**config.mk**
```make
export PLATFORM = sky130hd
export DESIGN_NAME = ccg_clock_reset
export DESIGN_NICKNAME = d
export VERILOG_FILES = /design/src/inc/ccg_pkg.sv /design/src/design/ccg_clock_reset.sv /design/src/design/ccg_edge_guard.sv /design/src/design/ccg_divider.sv
export SDC_FILE = /design/constraint.sdc
export NUM_CORES = 1
export LEC_CHECK = 0
export ABC_AREA = 1
export BUFFER_PORTS_ARGS = -buffer_cell sky130_fd_sc_hd__clkbuf_2
export CAP_MARGIN = 10
export CORE_MARGIN = 5
export CORE_UTILIZATION = 40
export DETAILED_ROUTE_END_ITERATION = 10
export PLACE_DENSITY = 0.77
export SLEW_MARGIN = 20
export SYNTH_ARGS = -nofsm -noshare
export SYNTH_HDL_FRONTEND = slang
export SYNTH_HIERARCHICAL = 1
export SYNTH_SLANG_ARGS = --single-unit
export TNS_END_PERCENT = 10
```
**constraint.sdc**
```tcl
create_clock -name clk_sys -period 1.6 [get_ports clk_sys]
set_clock_uncertainty 0.2 [all_clocks]
set_input_delay 0.32 -clock clk_sys [delete_from_list [all_inputs] [get_ports clk_sys]]
set_output_delay 0.32 -clock clk_sys [all_outputs]
set_load 0.05 [all_outputs]
```
**src/inc/ccg_pkg.sv**
```systemverilog
package ccg_pkg;
	// Register indices; byte address is four times the index
	localparam logic [9:0] IDX_CONV = 10'h0D1;
	localparam logic [9:0] IDX_CLK = 10'h0DC;
	localparam logic [9:0] IDX_STAT = 10'h0E0;
	localparam logic [11:0] ADDR_CONV = {IDX_CONV, 2'b00};
	localparam logic [11:0] ADDR_CLK = {IDX_CLK, 2'b00};
	localparam logic [11:0] ADDR_STAT = {IDX_STAT, 2'b00};
	localparam logic [7:0] CONV_RESET = 8'h40;
	localparam logic [7:0] CLK_RESET = 8'h00;
	localparam logic [7:0] CLK_WMASK = 8'h03;
	localparam int OSC_OFF_BIT = 2;
	localparam int DIV_LO_BIT = 0;
	localparam int DIV_HI_BIT = 1;
	localparam int ST_MAIN_OK = 0;
	localparam int ST_AUX_RUN = 1;
	localparam int ST_SRC_AUX = 2;
	localparam int ST_GUARD = 3;
	localparam int ST_RESET = 4;
	// Timing
	localparam int CLK_PERIOD_NS = 5;
	localparam int SLOW_PERIOD_NS = 2000;
	localparam int SLOW_CYC = SLOW_PERIOD_NS / CLK_PERIOD_NS;
	localparam int GUARD_MIN_NS = 100;
	localparam int GUARD_CYC = (GUARD_MIN_NS + CLK_PERIOD_NS - 1) / CLK_PERIOD_NS;
	localparam int MISS_NS = 500;
	localparam int MISS_CYC = MISS_NS / CLK_PERIOD_NS;
	localparam int RST_DELAY_TICKS = 2048;
	localparam int TIMER_DIV = 12;
	localparam int CORE_DIV = 13;
	localparam logic [1:0] SEL_DIV1 = 2'b00;
	localparam logic [1:0] SEL_DIV2 = 2'b01;
	localparam logic [1:0] RATIO1 = 2'h0;
	localparam logic [1:0] RATIO2 = 2'h1;
	localparam logic [1:0] RATIO4 = 2'h3;
	typedef enum logic [2:0] {
		RS_HOLD = 3'h1,
		RS_DELAY = 3'h2,
		RS_RUN = 3'h4
	} ccg_rst_state_type;
endpackage : ccg_pkg

```
**src/design/ccg_clock_reset.sv**
```systemverilog
// Decided for this implementation: the APB slave port.
`timescale 1ns/10ps
module ccg_clock_reset #(
	parameter int RST_DELAY_TICKS = ccg_pkg::RST_DELAY_TICKS
) (
	input wire logic clk_sys,
	input wire logic rst_n,
	input wire logic psel,
	input wire logic penable,
	input wire logic pwrite,
	input wire logic [11:0] paddr,
	input wire logic [31:0] pwdata,
	output logic [31:0] prdata,
	output logic pready,
	output logic pslverr,
	input wire logic main_osc_in,
	input wire logic guard_opt,
	input wire logic reset_pin_n,
	input wire logic por_req,
	input wire logic wdg_timeout,
	input wire logic lvd_low,
	input wire logic stop_mode,
	output logic main_osc_en,
	output logic aux_osc_run,
	output logic clk_src_aux,
	output logic fint_tick,
	output logic timer_tick,
	output logic core_tick,
	output logic core_reset,
	output logic io_pullup
);
	ccg_pkg::ccg_rst_state_type state_q;
	ccg_pkg::ccg_rst_state_type state_d;
	logic [7:0] conv_q;
	logic [7:0] clkctl_q;
	logic guard_en_q;
	logic [8:0] aux_cnt_q;
	logic aux_run_q;
	logic aux_tick_q;
	logic aux_wrap;
	logic aux_allow;
	logic main_edge;
	logic main_ok;
	logic src_tick;
	logic any_src;
	logic in_reset;
	logic [11:0] dly_q;
	logic dly_last;
	logic setup;
	logic access;
	logic hit;
	logic [7:0] rd_byte;
	logic [7:0] status;
	logic main_osc_en_q;
	logic clk_src_aux_q;
	logic core_reset_q;
	logic io_pullup_q;
	logic [31:0] prdata_q;
	logic pready_q;
	logic pslverr_q;

	////////////////////////////////////////////////////////////////
	// Main oscillator edge guard and divider
	ccg_edge_guard u_guard (
		.clk_sys(clk_sys),
		.rst_n(rst_n),
		.osc_in(main_osc_in),
		.guard_en(guard_en_q),
		.edge_ok_q(main_edge),
		.main_ok_q(main_ok)
	);

	// Ticks switch source in the cycle main_ok changes, even inside an auxiliary period
	assign src_tick = main_ok ? main_edge : aux_tick_q;

	ccg_divider u_div (
		.clk_sys(clk_sys),
		.rst_n(rst_n),
		.clr(in_reset),
		.tick_in(src_tick),
		.sel({clkctl_q[ccg_pkg::DIV_HI_BIT], clkctl_q[ccg_pkg::DIV_LO_BIT]}),
		.fint_q(fint_tick),
		.timer_tick_q(timer_tick),
		.core_tick_q(core_tick)
	);

	////////////////////////////////////////////////////////////////
	// Guard option, caught only while held in reset
	always_ff @(posedge clk_sys or negedge rst_n) begin
		if (!rst_n) begin
			guard_en_q <= 1'b0;
		end else if (state_q == ccg_pkg::RS_HOLD) begin
			guard_en_q <= guard_opt;
		end
	end

	////////////////////////////////////////////////////////////////
	// Auxiliary slow oscillator
	// Stop mode parks it too, unless reset wants a clock for its delay
	assign aux_allow = guard_en_q & ~(stop_mode & ~in_reset);
	assign aux_wrap = (aux_cnt_q == 9'(ccg_pkg::SLOW_CYC - 1));

	always_ff @(posedge clk_sys or negedge rst_n) begin
		if (!rst_n) begin
			aux_cnt_q <= 9'h000;
			aux_run_q <= 1'b0;
			aux_tick_q <= 1'b0;
		end else if (!aux_allow || main_ok) begin
			aux_cnt_q <= 9'h000;
			aux_run_q <= 1'b0;
			aux_tick_q <= 1'b0;
		end else begin
			aux_cnt_q <= aux_wrap ? 9'h000 : aux_cnt_q + 9'h001;
			// First period after the miss only arms the oscillator
			if (aux_wrap) begin
				aux_run_q <= 1'b1;
			end
			aux_tick_q <= aux_wrap & aux_run_q;
		end
	end

	////////////////////////////////////////////////////////////////
	// Reset sequencer
	// No mode gating: the pin acts in run, wait and stop alike
	assign any_src = ~reset_pin_n | por_req | wdg_timeout | lvd_low;
	assign in_reset = (state_q != ccg_pkg::RS_RUN);
	assign dly_last = (dly_q == 12'(RST_DELAY_TICKS - 1));

	always_comb begin
		state_d = state_q;
		case (state_q)
			ccg_pkg::RS_HOLD: begin
				// Delay counts only once some oscillator runs
				if (!any_src && (main_ok || aux_run_q)) begin
					state_d = ccg_pkg::RS_DELAY;
				end
			end
			ccg_pkg::RS_DELAY: begin
				if (any_src) begin
					state_d = ccg_pkg::RS_HOLD;
				end else if (src_tick && dly_last) begin
					state_d = ccg_pkg::RS_RUN;
				end
			end
			ccg_pkg::RS_RUN: begin
				if (any_src) begin
					state_d = ccg_pkg::RS_HOLD;
				end
			end
			default: state_d = ccg_pkg::RS_HOLD;
		endcase
	end

	always_ff @(posedge clk_sys or negedge rst_n) begin
		if (!rst_n) begin
			state_q <= ccg_pkg::RS_HOLD;
		end else begin
			state_q <= state_d;
		end
	end

	// Delay counted in source ticks, so a slow clock stretches it
	always_ff @(posedge clk_sys or negedge rst_n) begin
		if (!rst_n) begin
			dly_q <= 12'h000;
		end else if (state_q != ccg_pkg::RS_DELAY) begin
			dly_q <= 12'h000;
		end else if (src_tick && !dly_last) begin
			dly_q <= dly_q + 12'h001;
		end
	end

	always_ff @(posedge clk_sys or negedge rst_n) begin
		if (!rst_n) begin
			core_reset_q <= 1'b1;
			io_pullup_q <= 1'b1;
		end else begin
			core_reset_q <= (state_d != ccg_pkg::RS_RUN);
			io_pullup_q <= (state_d != ccg_pkg::RS_RUN);
		end
	end

	////////////////////////////////////////////////////////////////
	// Oscillator control
	always_ff @(posedge clk_sys or negedge rst_n) begin
		if (!rst_n) begin
			main_osc_en_q <= 1'b1;
			clk_src_aux_q <= 1'b0;
		end else begin
			if (in_reset) begin
				main_osc_en_q <= 1'b1;
			end else begin
				main_osc_en_q <= ~stop_mode & ~(guard_en_q & conv_q[ccg_pkg::OSC_OFF_BIT]);
			end
			clk_src_aux_q <= ~main_ok & aux_run_q;
		end
	end

	////////////////////////////////////////////////////////////////
	// APB slave, one wait-free access phase
	assign setup = psel & ~penable;
	assign access = psel & penable & pready_q;
	assign hit = (paddr == ccg_pkg::ADDR_CONV) || (paddr == ccg_pkg::ADDR_CLK) ||
		(paddr == ccg_pkg::ADDR_STAT);

	always_comb begin
		status = 8'h00;
		status[ccg_pkg::ST_MAIN_OK] = main_ok;
		status[ccg_pkg::ST_AUX_RUN] = aux_run_q;
		status[ccg_pkg::ST_SRC_AUX] = clk_src_aux_q;
		status[ccg_pkg::ST_GUARD] = guard_en_q;
		status[ccg_pkg::ST_RESET] = core_reset_q;
		case (paddr)
			ccg_pkg::ADDR_CONV: rd_byte = conv_q;
			ccg_pkg::ADDR_STAT: rd_byte = status;
			default: rd_byte = 8'h00;
		endcase
	end

	always_ff @(posedge clk_sys or negedge rst_n) begin
		if (!rst_n) begin
			pready_q <= 1'b0;
			pslverr_q <= 1'b0;
			prdata_q <= 32'h00000000;
		end else begin
			pready_q <= setup;
			pslverr_q <= setup & ~hit;
			if (setup) begin
				prdata_q <= pwrite ? 32'h00000000 : {24'h000000, rd_byte};
			end
		end
	end

	// Internal reset puts both registers back to their reset values
	always_ff @(posedge clk_sys or negedge rst_n) begin
		if (!rst_n) begin
			conv_q <= ccg_pkg::CONV_RESET;
			clkctl_q <= ccg_pkg::CLK_RESET;
		end else if (in_reset) begin
			conv_q <= ccg_pkg::CONV_RESET;
			clkctl_q <= ccg_pkg::CLK_RESET;
		end else if (access && pwrite) begin
			if (paddr == ccg_pkg::ADDR_CONV) begin
				conv_q <= pwdata[7:0];
			end
			// Only the select bits are kept; the rest must be written zero
			if (paddr == ccg_pkg::ADDR_CLK) begin
				clkctl_q <= pwdata[7:0] & ccg_pkg::CLK_WMASK;
			end
		end
	end

	assign prdata = prdata_q;
	assign pready = pready_q;
	assign pslverr = pslverr_q;
	assign main_osc_en = main_osc_en_q;
	assign aux_osc_run = aux_run_q;
	assign clk_src_aux = clk_src_aux_q;
	assign core_reset = core_reset_q;
	assign io_pullup = io_pullup_q;
endmodule : ccg_clock_reset

```
**src/design/ccg_edge_guard.sv**
```systemverilog
`timescale 1ns/10ps
module ccg_edge_guard (
	input wire logic clk_sys,
	input wire logic rst_n,
	input wire logic osc_in,
	input wire logic guard_en,
	output logic edge_ok_q,
	output logic main_ok_q
);
	logic osc_prev_q;
	logic [7:0] gap_q;
	logic rise;
	logic accept;

	assign rise = osc_in & ~osc_prev_q;
	// Edges closer than the guard limit are spikes or over-frequency
	// Gap reads one less than the edge spacing, so an edge exactly at the limit passes
	assign accept = rise & (~guard_en | (gap_q >= 8'(ccg_pkg::GUARD_CYC - 1)));

	always_ff @(posedge clk_sys or negedge rst_n) begin
		if (!rst_n) begin
			osc_prev_q <= 1'b0;
			gap_q <= 8'h00;
			edge_ok_q <= 1'b0;
			main_ok_q <= 1'b0;
		end else begin
			osc_prev_q <= osc_in;
			edge_ok_q <= accept;
			if (accept) begin
				gap_q <= 8'h00;
			end else if (gap_q != 8'hFF) begin
				gap_q <= gap_q + 8'h01;
			end
			// Running flag drops once no edge has been accepted for more than MISS_CYC cycles
			if (accept) begin
				main_ok_q <= 1'b1;
			end else if (gap_q >= 8'(ccg_pkg::MISS_CYC)) begin
				main_ok_q <= 1'b0;
			end
		end
	end
endmodule : ccg_edge_guard

```
**src/design/ccg_divider.sv**
```systemverilog
`timescale 1ns/10ps
module ccg_divider (
	input wire logic clk_sys,
	input wire logic rst_n,
	input wire logic clr,
	input wire logic tick_in,
	input wire logic [1:0] sel,
	output logic fint_q,
	output logic timer_tick_q,
	output logic core_tick_q
);
	logic [1:0] cnt_q;
	logic [1:0] last;
	logic [1:0] ticks_q;

	always_comb begin
		case (sel)
			ccg_pkg::SEL_DIV1: last = ccg_pkg::RATIO1;
			ccg_pkg::SEL_DIV2: last = ccg_pkg::RATIO2;
			default: last = ccg_pkg::RATIO4;
		endcase
	end

	// Compare with >= so a ratio cut mid-count ends the phase at once
	always_ff @(posedge clk_sys or negedge rst_n) begin
		if (!rst_n) begin
			cnt_q <= 2'h0;
			fint_q <= 1'b0;
		end else if (clr) begin
			cnt_q <= 2'h0;
			fint_q <= 1'b0;
		end else begin
			fint_q <= tick_in && (cnt_q >= last);
			if (tick_in) begin
				cnt_q <= (cnt_q >= last) ? 2'h0 : cnt_q + 2'h1;
			end
		end
	end

	localparam int DIVS [2] = '{ccg_pkg::TIMER_DIV, ccg_pkg::CORE_DIV};
	genvar gi;
	generate
		for (gi = 0; gi < 2; gi++) begin : g_div
			logic [3:0] c_q;
			always_ff @(posedge clk_sys or negedge rst_n) begin
				if (!rst_n) begin
					c_q <= 4'h0;
					ticks_q[gi] <= 1'b0;
				end else begin
					ticks_q[gi] <= fint_q && (c_q == 4'(DIVS[gi] - 1));
					if (fint_q) begin
						c_q <= (c_q == 4'(DIVS[gi] - 1)) ? 4'h0 : c_q + 4'h1;
					end
				end
			end
		end
	endgenerate
	assign timer_tick_q = ticks_q[0];
	assign core_tick_q = ticks_q[1];
endmodule : ccg_divider

```
==> impl_metrics.env <==
export IMPL_antenna_found_initial=0
export IMPL_cts_max_path_buffers=2
export IMPL_clk_latency_ps=360
export IMPL_max_vdd_ir_drop_uv=375
export IMPL_critPathKind="reg2reg"
export IMPL_synth_cell_types=38
export IMPL_reg2reg_depth=10
export IMPL_seq_area_um2=1860
export IMPL_yosys_warnings=6
export IMPL_max_stage_delay_ps=390
export IMPL_gp_congestion=0.804
export IMPL_multiInputGateArea_um2=1970
export IMPL_drt_wl_total_um=9970
export IMPL_drt_drc_violations_left=0
export IMPL_initial_utilization_pct=41.2
export IMPL_via_per_inst=4.89
export IMPL_fin_area_um2=5250
export IMPL_fillCellCount=855
export IMPL_finalHoldViolations=0
export IMPL_wl_per_cell_um=13.0
export IMPL_post_route_worst_setup_slack_ps=-56.3
export IMPL_ant_nets=0
export IMPL_syn_inst=517
export IMPL_power_density_nw_per_um2=831
export IMPL_ys_seq_area_share_pct=45.9
export IMPL_cp_arrival_ps=1760
export IMPL_ys_async_sr_fraction_pct=100
export IMPL_placed_area_um2=4580
export IMPL_clockRootBuffer="clkbuf_8"
export IMPL_syn_cell_area_um2=4040
export IMPL_track_usage_pct=15.2
export IMPL_period_share_pct=104
export IMPL_synth_area_per_cell_um2=7.82
export IMPL_die_w_um=111
export IMPL_routed_wl_met2_um=5000
export IMPL_p_leak_uw=0.00270
export IMPL_nets=691
export IMPL_slowest_stage="dfrtp_1"
export IMPL_ff2ff_setup_slack_ps=-60
export IMPL_grt_pass1_wl_um=15400
export IMPL_final_setup_tns_ps=-706
export IMPL_grt_max_degree=34
export IMPL_area_delta_synth_final_pct=29.7
export IMPL_dieArea_um2=12200
export IMPL_max_freq_ghz=0.604
export IMPL_startpoint="dly_q[0]"
export IMPL_clk_pin_slew_ps=80
export IMPL_drive_gt1_share_pct=28.4
export IMPL_hold_path_endpoint="guard_en_q"
export IMPL_cp_max_fo=6
export IMPL_portBuffers=49
export IMPL_antenna_cells=0
export IMPL_die_h_um=111
export IMPL_first_pass_iters=7
export IMPL_slew_violations=0
export IMPL_grt_pass1_vias=3410
export IMPL_ios=98
export IMPL_met1_length_um=4060
export IMPL_outcome="complete, but fails checks"
export IMPL_dp_hpwl_um=6640
export IMPL_wl_met3_um=616
export IMPL_synth_edf_count=0
export IMPL_endpoint_kind="flop"
export IMPL_num_vias=3739
export IMPL_grt_setup_unrepaired="true"
export IMPL_initialDrtViolationCount=238
export IMPL_cts_sinks=74
export IMPL_worst_setup_path_start_kind="flop"
export IMPL_violations="negative setup slack"
export IMPL_hold_path_depth=2
export IMPL_htree_levels=3
export IMPL_worstReg2RegEnd="dly_q[5]"
export IMPL_min_from="guard_opt"
export IMPL_numCtsBuffers=9
export IMPL_hp_class="in2reg"
export IMPL_num_rows=36
export IMPL_crit_required_ps=1700
export IMPL_r2r_start="dly_q[0]"
export IMPL_coreArea_um2=9820
export IMPL_min_period_ps=1660
export IMPL_top_layer_used="met4"
export IMPL_drv_cap=0
export IMPL_synth_seq_cells=74
export IMPL_cts_tree="built"
export IMPL_crit_top_cell="nor2_4"
export IMPL_setup_viol=24
export IMPL_crit_chain="ha_4 > inv_2 > nor2_4 > nand2_2 > nor2_4 > nor2_4 > nor2_4 > clkbuf_16 > nand2_2 > nand2_1"
export IMPL_grt_overflow_total=0
export IMPL_synth_main_ff_cell="dfrtp_1"
[cells by family (layout without fill, tap and decap cells)]
| family | count (synthesis) | in the layout | synth area share, % |
|---|---|---|---|
| other | 1 | 24 | 0.0928 |
| buffers and inverters | 88 | 179 | 11.0 |
| AO/OA/AOI/OAI | 24 | 24 | 3.34 |
| XOR/XNOR | 9 | 9 | 1.95 |
| AND/OR/NAND/NOR | 311 | 311 | 34.7 |
| multiplexers | 1 | 1 | 0.279 |
| flip-flops | 74 | 74 | 45.9 |
| adder cells (fa/ha/maj) | 9 | 9 | 2.79 |
[cells in the final DEF (no fill, tap or decap), drive strengths merged]
| master | netlist | final |
|---|---|---|
| dlygate4sd3 | 0 | 7 |
| clkinvlp | 0 | 4 |
| inv | 58 | 57 |
| clkbuf | 1 | 56 |
| a21oi | 11 | 11 |
| nor4 | 1 | 1 |
| nand3b | 2 | 2 |
| o21bai | 2 | 2 |
| o21a | 1 | 1 |
| o21ai | 7 | 7 |
| o211ai | 1 | 1 |
| nor3b | 1 | 1 |
| o311ai | 1 | 1 |
| a31oi | 1 | 1 |
| nand4 | 12 | 12 |
| ha | 9 | 9 |
| conb | 1 | 24 |
| dfrtp | 70 | 70 |
| nor3 | 9 | 9 |
| clkinv | 0 | 2 |
| and3 | 1 | 1 |
| nand2 | 159 | 159 |
| nand3 | 55 | 55 |
| xnor2 | 1 | 1 |
| buf | 29 | 51 |
| nor2 | 69 | 69 |
| mux2 | 1 | 1 |
| or2 | 2 | 2 |
| bufinv | 0 | 2 |
| dfstp | 4 | 4 |
| xor2 | 8 | 8 |
[synth_stat cells (2+ instances only)]
library cell	instances	area [µm²]
a21oi_1	11	55.1
buf_4	26	195
buf_6	2	22.5
dfrtp_1	70	1750
dfstp_2	4	105
ha_1	9	113
inv_1	51	191
inv_2	7	26.3
nand2_1	153	574
nand2_2	4	25.0
nand2_4	2	22.5
nand3_1	54	270
nand3b_1	2	15.0
nand4_1	12	75.1
nor2_1	57	214
nor2_2	7	43.8
nor2_4	5	56.3
nor3_1	7	35.0
nor3_2	2	20.0
o21ai_0	5	25.0
o21ai_1	2	10.0
o21bai_1	2	15.0
xor2_1	8	70.1
[cell type report]
| class | instances | share of cell area [%] |
|---|---|---|
| Multi-Input combinational cell | 378 | 37.5 |
| Sequential cell | 74 | 35.4 |
| Timing Repair Buffer | 104 | 15.1 |
| Inverter | 58 | 4.32 |
| Tap cell | 133 | 3.17 |
| Clock buffer | 10 | 2.62 |
| Clock inverter | 6 | 1.69 |
| Timing Repair inverter | 1 | 0.143 |
[through the flow]
step / power, µW / std cells / worst slack [ps] / hold slack [ps] / utilization, %
after floorplan: 2520 / 540 / -10.1 / -176 / -
after global placement: 2630 / 722 / -30.8 / 54.6 / 46.7
after CTS: 4340 / 748 / -47.9 / 20.8 / 50.9
after detailed placement: 2660 / 722 / -87.6 / 68.3 / 46.7
after global routing: 4530 / 764 / -120 / 32.5 / 53.4
final: 4360 / 764 / -56.3 / 23.9 / 53.4
[power by group]
| part | leakage [µW] | total (µW) | internal [µW] | switching (µW) |
|---|---|---|---|---|
| combinational | 0.00159 | 637 | 203 | 434 |
| clock | 0.000109 | 1680 | 923 | 755 |
| sequential | 0.000998 | 2050 | 1940 | 102 |
[worst max-delay path: cells and delay by family (launching register included)]
kind	cells	cell delay, ps
fa+ha+maj	1	150
flops	1	390
simple gates	7	630
buf+inv	2	220
[sequential cells by signal (all words and copies together), names as in the netlist, 2 cells and up]
register and cells:
clkctl_q 2, u_div/cnt_q 2, u_guard/gap_q 8, state_q 3, aux_cnt_q 9, u_div/g_div.c_q 8
prdata 8, conv_q 8, dly_q 12
[how the worst max path moves through the flow]
stage	endpoint	depth (start not counted)
final	dly_q[5]	10
after global routing	u_div/cnt_q[1]	6
after CTS	io_pullup	1
after detailed placement	dly_q[11]	9
after global placement	dly_q[9]	9
after floorplan	dly_q[6]	9
[layer usage]
| metal | up-vias | GRT usage (%) |
|---|---|---|
| met1 | 1760 | 17.5 |
| met5 | - | 0 |
| met2 | 139 | 26.0 |
| li1 | 1809 | - |
| met3 | 31 | 4.10 |
| met4 | 0 | 7.22 |
[what timing repair did]
item                       CTS  global route
resized for setup           18            41
setup buffers                3            14
hold buffers                 7             0
pin swaps                    6            17
cloned                       0             2
hold endpoints to repair    35             0
setup endpoints to repair   20            37
(Power assumes the default switching activity.)
